==> config.mk <==
export PLATFORM = sky130hd
export DESIGN_NAME = capture_compare_unit
export DESIGN_NICKNAME = d
export VERILOG_FILES = /design/src/design/capture_compare_unit_pkg.sv /design/src/design/capture_compare_unit.sv
export SDC_FILE = /design/constraint.sdc
export NUM_CORES = 1
export LEC_CHECK = 0
export ABC_AREA = 1
export BUFFER_PORTS_ARGS = -buffer_cell sky130_fd_sc_hd__buf_2
export CAP_MARGIN = 20
export CORE_MARGIN = 4
export CORE_UTILIZATION = 60
export DETAILED_ROUTE_END_ITERATION = 16
export PLACE_DENSITY = 0.95
export SLEW_MARGIN = 0
export SYNTH_ARGS = -nofsm -noshare
export SYNTH_HDL_FRONTEND = slang
export SYNTH_SLANG_ARGS = --single-unit
==> constraint.sdc <==
create_clock -name clock_i -period 2.7 [get_ports clock_i]
set_input_delay 0.135 -clock clock_i [delete_from_list [all_inputs] [get_ports clock_i]]
set_output_delay 0.135 -clock clock_i [all_outputs]
set_load 0.02 [all_outputs]
==> src/design/capture_compare_unit_pkg.sv <==
// Constants shared by the four channel capture/compare/PWM timer.
// Assumes a single bus clock; all slower rates are enable pulses.
package capture_compare_unit_pkg;

  // Counter and channel geometry
  localparam int          TIMER_WIDTH       = 16;
  localparam int          CHANNEL_COUNT     = 4;
  localparam int          PRESCALE_WIDTH    = 6;

  // Reset values
  localparam logic [15:0] COUNTER_RESET     = 16'h0000;
  localparam logic [15:0] MODULO_RESET      = 16'hffff;
  localparam logic [5:0]  PRESCALE_RESET    = 6'h00;

  // Prescale select codes; the all-ones code picks the external pin
  localparam logic [2:0]  PS_EXTERNAL       = 3'h7;

  // Channel mode select pair (upper bit links a pair)
  localparam int          MODE_BIT_A        = 0;
  localparam int          MODE_BIT_B        = 1;

  // Edge/level select codes, capture meaning / compare meaning
  localparam logic [1:0]  ELS_OFF           = 2'h0;
  localparam logic [1:0]  ELS_RISE_TOGGLE   = 2'h1;
  localparam logic [1:0]  ELS_FALL_CLEAR    = 2'h2;
  localparam logic [1:0]  ELS_BOTH_SET      = 2'h3;

  // Pair indices: first channel of each pair owns the linked output
  localparam int          PAIR_COUNT        = 2;

endpackage

==> src/design/capture_compare_unit.sv <==
// Four channel capture/compare/PWM timer around one up-counter.
// Assumes software-side strobes and pins are synchronous to clock_i;
// configuration bits arrive as plain ports, held steady by software.
//
// Overview of operation
// - Four channels, each capture or compare
// - Counter counts up, free or modulo
// - Counter readable anytime without disturbing count
// - Seven prescaled rates or external pin
// - Active capture edge latches counter value
// - Capture edge rising, falling or either
// - Compare match sets, clears or toggles pin
// - Capture and compare events request interrupts
// - Link bit pairs 0/1, output on pin0
// - Last written set takes over at overflow
// - Linked: channel 1 unused, pin released
// - Pair 2/3 likewise, pin3 released
// - Toggle on overflow sets PWM period
// - Level select A picks PWM polarity
// - Modulo 255, divide one: 256 cycles
// - Compare only on exact equality
// - Compare flag ends pulse, overflow ends period
// - Mode 01 unbuffered, 1x buffered, B wins
// - Prescale all ones selects external clock
// - No overflow toggle gives zero duty
// - Overflow flag set at modulo, requests interrupt
`timescale 1ns/1ps

module capture_compare_unit
  import capture_compare_unit_pkg::*;
#(
  parameter int TIMER_W = TIMER_WIDTH,
  parameter int NUM_CH  = CHANNEL_COUNT
) (
  input  wire logic                clock_i,              // Bus clock, 10 MHz
  input  wire logic                resetn_i,             // Asynchronous reset, active low
  input  wire logic                counter_stop_i,       // Freezes counter and prescaler
  input  wire logic                counter_reset_i,      // Clears counter and prescaler
  input  wire logic [2:0]          prescale_select_i,    // Counter clock source
  input  wire logic [TIMER_W-1:0]  modulo_value_i,       // Counter wrap value
  input  wire logic                ext_count_clock_pin_i, // External count clock
  input  wire logic                overflow_irq_enable_i, // Overflow interrupt enable
  input  wire logic                overflow_clear_i,     // Clears overflow flag
  input  wire logic [2*NUM_CH-1:0] channel_mode_select_i, // B:A per channel
  input  wire logic [2*NUM_CH-1:0] edge_level_select_i,  // B:A per channel
  input  wire logic [NUM_CH-1:0]   toggle_on_overflow_i, // Toggle pin at overflow
  input  wire logic [NUM_CH-1:0]   channel_irq_enable_i, // Channel interrupt enables
  input  wire logic [NUM_CH-1:0]   channel_flag_clear_i, // Clears channel flags
  input  wire logic [NUM_CH-1:0]   channel_value_wr_i,   // Value register write strobes
  input  wire logic [TIMER_W-1:0]  channel_value_wdata_i, // Value write data
  input  wire logic [NUM_CH-1:0]   ch_pin_i,             // Channel pin levels
  output logic      [NUM_CH-1:0]   ch_pin_o,             // Channel pin drive levels
  output logic      [NUM_CH-1:0]   ch_pin_oe_o,          // High while the timer drives
  output logic [TIMER_W-1:0]       counter_value_o,      // Live counter value
  output logic [NUM_CH*TIMER_W-1:0] channel_value_o,     // Channel value registers
  output logic                     overflow_flag_o,      // Sticky overflow flag
  output logic [NUM_CH-1:0]        channel_flag_o,       // Sticky channel flags
  output logic                     overflow_irq_o,       // Overflow interrupt request
  output logic [NUM_CH-1:0]        channel_irq_o,        // Channel interrupt requests
  output logic [PAIR_COUNT-1:0]    pair_active_second_o  // Linked pair uses odd set
);

  // Prescaler tick for divide by two to the power of sel
  function automatic logic prescale_tick(input logic [2:0] sel, input logic [PRESCALE_WIDTH-1:0] pre);
    logic [PRESCALE_WIDTH-1:0] mask;
    mask = PRESCALE_WIDTH'((1 << sel) - 1);
    return (pre & mask) == mask;
  endfunction

  logic [PRESCALE_WIDTH-1:0] prescale;          // Free divider of the bus clock
  logic                      ext_prev;          // Previous external clock level
  logic                      tick;              // One counter step this cycle
  logic [TIMER_W-1:0]        counter;           // The timing reference
  logic                      overflow_event;    // Counter at modulo on a tick
  logic [TIMER_W-1:0]        value [NUM_CH];    // Channel value registers
  logic [NUM_CH-1:0]         pin_prev;          // Previous pin levels
  logic [NUM_CH-1:0]         capture_event;     // Active edge on a capture channel
  logic [NUM_CH-1:0]         compare_event;     // Exact match on a compare channel
  logic [NUM_CH-1:0]         is_compare;        // Channel in a compare mode
  logic [NUM_CH-1:0]         channel_unused;    // Odd channel of a linked pair
  logic [PAIR_COUNT-1:0]     linked;            // Pair buffer-link bits
  logic [PAIR_COUNT-1:0]     last_written_odd;  // Which set software wrote last
  logic [PAIR_COUNT-1:0]     active_odd;        // Which set governs the output
  logic [TIMER_W-1:0]        match_value [NUM_CH]; // Value compared per channel
  logic [NUM_CH-1:0]         pin_level;         // Output compare pin state

  // Pair links come from the upper mode bit of the even channel
  always_comb begin
    for (int p = 0; p < PAIR_COUNT; p++) begin
      linked[p] = channel_mode_select_i[2*(2*p)+MODE_BIT_B];
    end
  end

  // Mode decode per channel; upper bit outranks lower
  always_comb begin
    for (int c = 0; c < NUM_CH; c++) begin
      channel_unused[c] = (c % 2 == 1) && linked[c/2];
      is_compare[c]     = !channel_unused[c] &&
                          (channel_mode_select_i[2*c+MODE_BIT_B] ||
                           channel_mode_select_i[2*c+MODE_BIT_A]);
    end
  end

  // Counter step enable; external pin counts on its rising edge
  always_comb begin
    if (counter_stop_i || counter_reset_i) begin
      tick = 1'b0;
    end else if (prescale_select_i == PS_EXTERNAL) begin
      tick = ext_count_clock_pin_i && !ext_prev;
    end else begin
      tick = prescale_tick(prescale_select_i, prescale);
    end
  end

  assign overflow_event = tick && (counter == modulo_value_i);

  // Prescaler divider; it restarts with the counter so periods are exact
  always_ff @(posedge clock_i or negedge resetn_i) begin
    if (!resetn_i) begin
      prescale <= PRESCALE_RESET;
    end else if (counter_reset_i) begin
      prescale <= PRESCALE_RESET;
    end else if (!counter_stop_i) begin
      prescale <= prescale + 1'b1;
    end
  end

  // Edge history for the external clock and the channel pins
  always_ff @(posedge clock_i or negedge resetn_i) begin
    if (!resetn_i) begin
      ext_prev <= 1'b0;
      pin_prev <= '0;
    end else begin
      ext_prev <= ext_count_clock_pin_i;
      pin_prev <= ch_pin_i;
    end
  end

  // Up-counter; wraps to zero the step after reaching modulo
  always_ff @(posedge clock_i or negedge resetn_i) begin
    if (!resetn_i) begin
      counter <= COUNTER_RESET;
    end else if (counter_reset_i) begin
      counter <= COUNTER_RESET;
    end else if (overflow_event) begin
      counter <= COUNTER_RESET;
    end else if (tick) begin
      counter <= counter + 1'b1;
    end
  end

  // Reading is a plain wire from the counter, so it never disturbs counting
  assign counter_value_o = counter;

  // Capture edge detect, per channel edge select
  always_comb begin
    for (int c = 0; c < NUM_CH; c++) begin
      logic [1:0] els;
      logic       rise;
      logic       fall;
      els  = edge_level_select_i[2*c +: 2];
      rise = ch_pin_i[c] && !pin_prev[c];
      fall = !ch_pin_i[c] && pin_prev[c];
      capture_event[c] = !is_compare[c] && !channel_unused[c] &&
                         ((els == ELS_RISE_TOGGLE && rise) ||
                          (els == ELS_FALL_CLEAR && fall) ||
                          (els == ELS_BOTH_SET && (rise || fall)));
    end
  end

  // Compare source: a linked even channel uses the active set of its pair
  always_comb begin
    for (int c = 0; c < NUM_CH; c++) begin
      if (c % 2 == 0 && linked[c/2] && active_odd[c/2]) begin
        match_value[c] = value[c | 1];                          // Odd partner, index stays in range
      end else begin
        match_value[c] = value[c];
      end
      compare_event[c] = is_compare[c] && tick && (counter == match_value[c]);
    end
  end

  // Value registers: software writes, captures overwrite; capture wins a clash
  always_ff @(posedge clock_i or negedge resetn_i) begin
    if (!resetn_i) begin
      for (int c = 0; c < NUM_CH; c++) begin
        value[c] <= COUNTER_RESET;
      end
    end else begin
      for (int c = 0; c < NUM_CH; c++) begin
        if (capture_event[c]) begin
          value[c] <= counter;
        end else if (channel_value_wr_i[c]) begin
          value[c] <= channel_value_wdata_i;
        end
      end
    end
  end

  // Pair bookkeeping; writing the active set acts unbuffered, as software
  // is expected to target only the idle set
  always_ff @(posedge clock_i or negedge resetn_i) begin
    if (!resetn_i) begin
      last_written_odd <= '0;
      active_odd       <= '0;
    end else begin
      for (int p = 0; p < PAIR_COUNT; p++) begin
        if (!linked[p]) begin
          last_written_odd[p] <= 1'b0;                          // Even set governs first
          active_odd[p]       <= 1'b0;
        end else begin
          if (channel_value_wr_i[2*p+1]) begin
            last_written_odd[p] <= 1'b1;
          end else if (channel_value_wr_i[2*p]) begin
            last_written_odd[p] <= 1'b0;
          end
          if (overflow_event) begin
            active_odd[p] <= last_written_odd[p];
          end
        end
      end
    end
  end

  assign pair_active_second_o = active_odd;

  // Pin state; a compare in the same step as an overflow toggle wins,
  // which keeps a zero-width pulse correct at the period boundary
  always_ff @(posedge clock_i or negedge resetn_i) begin
    if (!resetn_i) begin
      pin_level <= '0;
    end else begin
      for (int c = 0; c < NUM_CH; c++) begin
        if (!is_compare[c]) begin
          pin_level[c] <= 1'b0;
        end else if (compare_event[c]) begin
          case (edge_level_select_i[2*c +: 2])
            ELS_RISE_TOGGLE: pin_level[c] <= !pin_level[c];
            ELS_FALL_CLEAR:  pin_level[c] <= 1'b0;
            ELS_BOTH_SET:    pin_level[c] <= 1'b1;
            default:         pin_level[c] <= pin_level[c];
          endcase
        end else if (overflow_event && toggle_on_overflow_i[c]) begin
          pin_level[c] <= !pin_level[c];
        end
      end
    end
  end

  // Drive only compare channels with a pin action; released pins go to port logic
  always_comb begin
    for (int c = 0; c < NUM_CH; c++) begin
      ch_pin_o[c]    = pin_level[c];
      ch_pin_oe_o[c] = is_compare[c] && (edge_level_select_i[2*c +: 2] != ELS_OFF);
    end
  end

  // Sticky flags; a new event in the clearing cycle keeps the flag set
  always_ff @(posedge clock_i or negedge resetn_i) begin
    if (!resetn_i) begin
      overflow_flag_o <= 1'b0;
      channel_flag_o  <= '0;
    end else begin
      overflow_flag_o <= overflow_event || (overflow_flag_o && !overflow_clear_i);
      channel_flag_o  <= capture_event | compare_event |
                         (channel_flag_o & ~channel_flag_clear_i);
    end
  end

  // Interrupt requests are the flags gated by their enables; unused odd channels never request
  assign overflow_irq_o = overflow_flag_o && overflow_irq_enable_i;
  assign channel_irq_o  = channel_flag_o & channel_irq_enable_i & ~channel_unused;

  // Value registers exposed for software reads
  always_comb begin
    for (int c = 0; c < NUM_CH; c++) begin
      channel_value_o[c*TIMER_W +: TIMER_W] = value[c];
    end
  end
endmodule

* After elaboration in Yosys (flattened, before gate mapping)
Cells that the tools add are included.
** Storage, ports and cells
- Register bits :: 104
- Input port bits :: 78
- Output and inout bits :: 100
- Logic and storage cells :: 206
** Operators by class
- $add $sub $neg :: 3
- Equal/unequal tests :: 32
- Shift operators :: 1
- Mux-type cells :: 43
- Bitwise gates (word level) :: 8
- Reduce and logical (&&, ||, !) cells :: 101
** Operator list (number)
- $mux 16 :: 13
- $eq 16x16->1 :: 5
- $logic_and 1x1->1 :: 50
- $mux 1 :: 24
- $logic_not 1->1 :: 20
- $ne 5x2->1 const B :: 4
- $logic_or 1x1->1 :: 18
- $add 16x1->16 const B :: 1
- $eq 2x2->1 const B :: 8
- $reduce_bool 2->1 :: 8
- $and 4x4->4 :: 3
- $mux 6 :: 2
- $ne 3x2->1 const B :: 4
- $pmux 1 s3 :: 4
- $eq 2x1->1 const B :: 4
- $not 4->4 :: 2
- $or 4x4->4 :: 2
- $reduce_and 2->1 :: 4
- $add 6x1->6 const B :: 1
- $and 6x6->6 :: 1
- $eq 6x6->1 :: 1
- $ne 2x1->1 const B :: 3
- $ne 3x1->1 const B :: 2
- $shl 1x3->6 const A :: 1
- other kinds (3) :: 3

* Logic depth before layout (Yosys ltp)
- Depth after elaboration :: 11
- Gate-level depth with buffers :: 17

* Least setup slack after synthesis
OpenSTA, ideal clock, no wires.
- Path kind :: reg-to-reg
- Start :: register counter[0], in the netlist counter_value_o[0]
- End :: register pin_level[2], in the netlist ch_pin_o[2]
- Setup time :: 0.121 ns
- Data arrival time :: 1.652 ns
- Data required time :: 2.579 ns
- Slack :: 0.927 ns
- Stages on the path, launching flop included :: 16
- Path buffers :: 2
- Period minus slack after synthesis :: 1.773 ns
- Cells stage by stage :: dfrtp_1 buf_4 inv_2 buf_2 nand2_1 nand2_1 nor2_2 nand2_1 nand2_1 nand3_1 nor2_2 nand3_1 nand3_1 nand2_1 nand2_1 o21ai_1
** On the way
- Longest elaborated chain between the ends :: 5
- Elaborated cells on any way between the ends :: 10
- Those cells by class :: 4 x eq/ne; 2 x mux; 4 x reduce/logical
** RTL lines
- start, declared :: line capture_compare_unit.sv:73 : logic [TIMER_W-1:0] counter;
- start signal, assigned :: line capture_compare_unit.sv:148 : counter <= counter + 1'b1;
- $eq 16x16->1 :: line capture_compare_unit.sv:115 : assign overflow_event = tick && (counter == modulo_value_i);
- $logic_and 1x1->1 :: line capture_compare_unit.sv:115
- $logic_and 1x1->1 :: line capture_compare_unit.sv:243 : end else if (overflow_event && toggle_on_overflow_i[c]) begin
- $ne 3x2->1 (no line)
- $reduce_and 2->1 (no line)
- end signal, assigned by index :: line capture_compare_unit.sv:238 : ELS_RISE_TOGGLE: pin_level[c] <= !pin_level[c];
- end signal, assigned by index :: line capture_compare_unit.sv:241 : default: pin_level[c] <= pin_level[c];
- end signal, assigned by index :: line capture_compare_unit.sv:244 : pin_level[c] <= !pin_level[c];
- end, declared :: line capture_compare_unit.sv:85 : logic [NUM_CH-1:0] pin_level;
Parallel ways exist; a longest one is shown, timed or not.
A chain may end at the register's enable or synchronous reset.

* Final worst setup path
- Start :: register counter[7], in the netlist counter_value_o[7]
- End :: register active_odd[0], in the netlist pair_active_second_o[0]
** On the way
- Longest elaborated chain between the ends :: 3
** RTL lines
- $eq 16x16->1 :: line capture_compare_unit.sv:115
- $logic_and 1x1->1 :: line capture_compare_unit.sv:115
- $ne 2x1->1 (no line)
- end signal, assigned by index :: line capture_compare_unit.sv:218 : active_odd[p] <= last_written_odd[p];
- end, declared :: line capture_compare_unit.sv:83 : logic [PAIR_COUNT-1:0] active_odd;
No other way between the ends.

==> results.toml <==
[floorplan]
fp.dieH_um = 121
io_pins = 178
fp-row-count = 41
initial_util = 0.610
die-area_um2 = 14600
die-width_um = 121
core_region_area_um2 = 12600

[setup_path]
setup.worst_path.start_class = "flop"
worst-path-buf-inv = 4
crit_type = "flop to flop"
worst_r2r_startpoint = "counter_value_o[7]"
cell_chain_critical_path = "clkinvlp_4, nand2_1, nand2_1, inv_1, nand2_1, nor2_1, nand2_1, nor2_4, inv_1, nor2_1, inv_1, nor2_1, nor2_1"
setup.worst_path.start = "counter_value_o[7]"
crit_path_max_fanout = 10
timing.critical_path.max_delay_family = "simple AND/OR/NAND/NOR gates"
worst_ep_required_time_ns = 2.95
timing.critical_path.arrival_ns = 2.78
slowest_stage = "sky130_fd_sc_hd__dfrtp_2"
timing.critical_path.slowest_cell_delay_ns = 0.53
cp-end-kind = "flop"
timing.reg2reg.setup_slack_ns = 0.17

[outcome]
status = "complete, no violations"

[placed_design]
port_buffers = 177
numPlacedInstances = 1417
routabilityCongestion = 1.09
hpwlAfterDp_um = 19200
placement.setup.worst_slack_ns = 0.0427

[clock_network]
clkSlewWorstSetupHoldPaths_ns = 0.07
cts_made_buffers = 9
clock-sinks = 104
clk-insertion-delay-late_ns = 0.36
ctsRootBufferMaster = "sky130_fd_sc_hd__clkbuf_16"
htree_levels = 3
cts_max_path_buffers = 2
cts_tree = "yes"

[layout]
final_cell_mix = "sky130_fd_sc_hd__nand2_1 (319), sky130_fd_sc_hd__nand3_1 (184), sky130_fd_sc_hd__buf_2 (176)"
area.growth.synth_to_final_pct = 18.7
antenna_cells = 0
layout-drive-gt1-share = 0.186
stdcell_count = 1449
nNetsFinal = 1377
fill_cell_instance_count_of_the_final_layout = 981
layout_commonest_cell = "sky130_fd_sc_hd__nand2_1"

[sta]
layout_min_cycle_time_ns = 2.53
slew_headroom = 0.576
maxClockFrequency_mhz = 395
final-setup-viol-count = 0
finalCritPeriodShare = 0.938
final_hold_violation_count = 0
clock-skew-final_ns = 0.00740
worst_pin_slew_ns = 0.636
fin_setup_tns_ns = 0
final_max_slew_violation_count = 0
grt_setup_unrepaired = "no"
fin_ws_ns = 0.168

[grt]
antenna_found_initial = 0
grt_start_max_net_pins = 62
global_route.overflow_total = 0
first_global_vias = 8247
first_pass_grt_wire_length_um = 40800
track_usage = 0.354

[synth]
ys_ff_latch = 104
post_synth_num_cell_types = 34
asyncSetResetFlopFracSynth = 1.00
synth_ff_type = "sky130_fd_sc_hd__dfrtp_1"
seq_area_frac_synth = 0.340
synth.cell_area_um2 = 7660
avgSynthCellArea_um2 = 6.88
syn_nets = 1218
syn_inst = 1113
synth_edf_count = 0
yosysWarningCount = 0

[power]
total_leakage_power_nw = 4.72
totalPowerFinal_w = 0.00449
vdd_ir_drop_max_v = 0.000532
powerDensity_nw_per_um2 = 494

[worst_hold_path]
hold_path.startpoint = "counter_stop_i"
worstHoldPathType = "input port to flop"

[routing]
vias = 8811
drt_drc_violations_left = 0
routed_wirelength_um = 26400
detail_route.first_pass.iterations = 7
post_drt_via_cell_ratio = 6.08
drt.antenna.violating_nets = 0
routed_wl_per_cell_um = 18.2
drtIter0Drc = 1278

[run]
max-cap-violations = 0
[stage by stage]
step            util  cell area, um2  hold slack [ns]
4_1_cts        0.721            9060           0.0406
2_1_floorplan      -            7660           -0.161
5_1_grt        0.724            9090           0.0549
6_report       0.724            9090           0.0519
3_5_place_dp   0.681            8560            0.191
3_3_place_gp   0.681            8560            0.189
[report_power, final]
group	switching (W)	total [W]	internal (W)
Clock	0.000615	0.00162	0.00100
Sequential	0.000134	0.00181	0.00168
Combinational	0.000693	0.00107	0.000373
[sequential cells by signal, summed over array words and instances (netlist names), 2 cells and up]
name and count:
prescale 6, pair_active_second_o 2, channel_value_o 64, last_written_odd 2, pin_prev 4, channel_flag_o 4, counter_value_o 16, ch_pin_o 4
[kinds of logic after synthesis]
logic type                 Yosys count  synth area share
AOI/OAI and AO/OA                  134             0.121
xor gates and xnor gates            30            0.0343
adders and majority gates           27            0.0441
buffers and inverters              186             0.105
DFF                                104             0.340
and+or+nand+nor                    632             0.356
[worst paths after layout]
check                                               end  cells past startpoint
worst max-delay path            pair_active_second_o[0]                     13
worst min-delay path                        prescale[1]                      2
worst max register to register  pair_active_second_o[0]                     13
worst min register to register              prescale[3]                      1
max in group asynchronous            counter_value_o[7]                      3
min in group asynchronous                   prescale[5]                      2
[cell usage after synthesis, drive strengths merged, types with 10 or more instances]
| master | n | area share |
|---|---|---|
| o22ai | 10 | 0.0082 |
| o221ai | 34 | 0.039 |
| ha | 27 | 0.044 |
| dfrtp | 104 | 0.34 |
| a21oi | 12 | 0.0098 |
| nand4 | 21 | 0.017 |
| inv | 120 | 0.059 |
| nand2 | 324 | 0.16 |
| o21ai | 38 | 0.025 |
| nor2 | 91 | 0.047 |
| xnor2 | 21 | 0.024 |
| o211ai | 40 | 0.039 |
| buf | 43 | 0.035 |
| nand3 | 185 | 0.12 |
| clkbuf | 18 | 0.0088 |
[timing repair]
item / 4_1_cts / 5_1_grt
hold buffers: 12 / 0
setup buffers: 0 / 4
pin swaps: 0 / 0
resized for setup: 1 / 2
endpoints found under the setup margin: 2 / 4
hold endpoints to repair: 54 / 0
[layout make-up]
cell class | count | area [um2] | area share
clock inverter | 7 | 144 | 0.0158
clock buffer | 9 | 225 | 0.0248
tap | 172 | 215 | 0.0237
sequential | 104 | 2600 | 0.286
timing repair buffer | 209 | 1170 | 0.129
inverter | 125 | 473 | 0.0520
multi-input combinational | 823 | 4260 | 0.469
[metal layers]
| layer | wire length, um | part of all wire | up-vias | track usage |
|---|---|---|---|---|
| met5 | 0 | 0 | - | 0 |
| met4 | 1300 | 0.049 | 0 | 0.164 |
| met3 | 3760 | 0.14 | 149 | 0.0974 |
| met2 | 12100 | 0.46 | 693 | 0.575 |
| met1 | 9220 | 0.35 | 3959 | 0.438 |
| li1 | - | - | 4010 | - |
No activity file was read; power rests on OpenSTA's default activity.
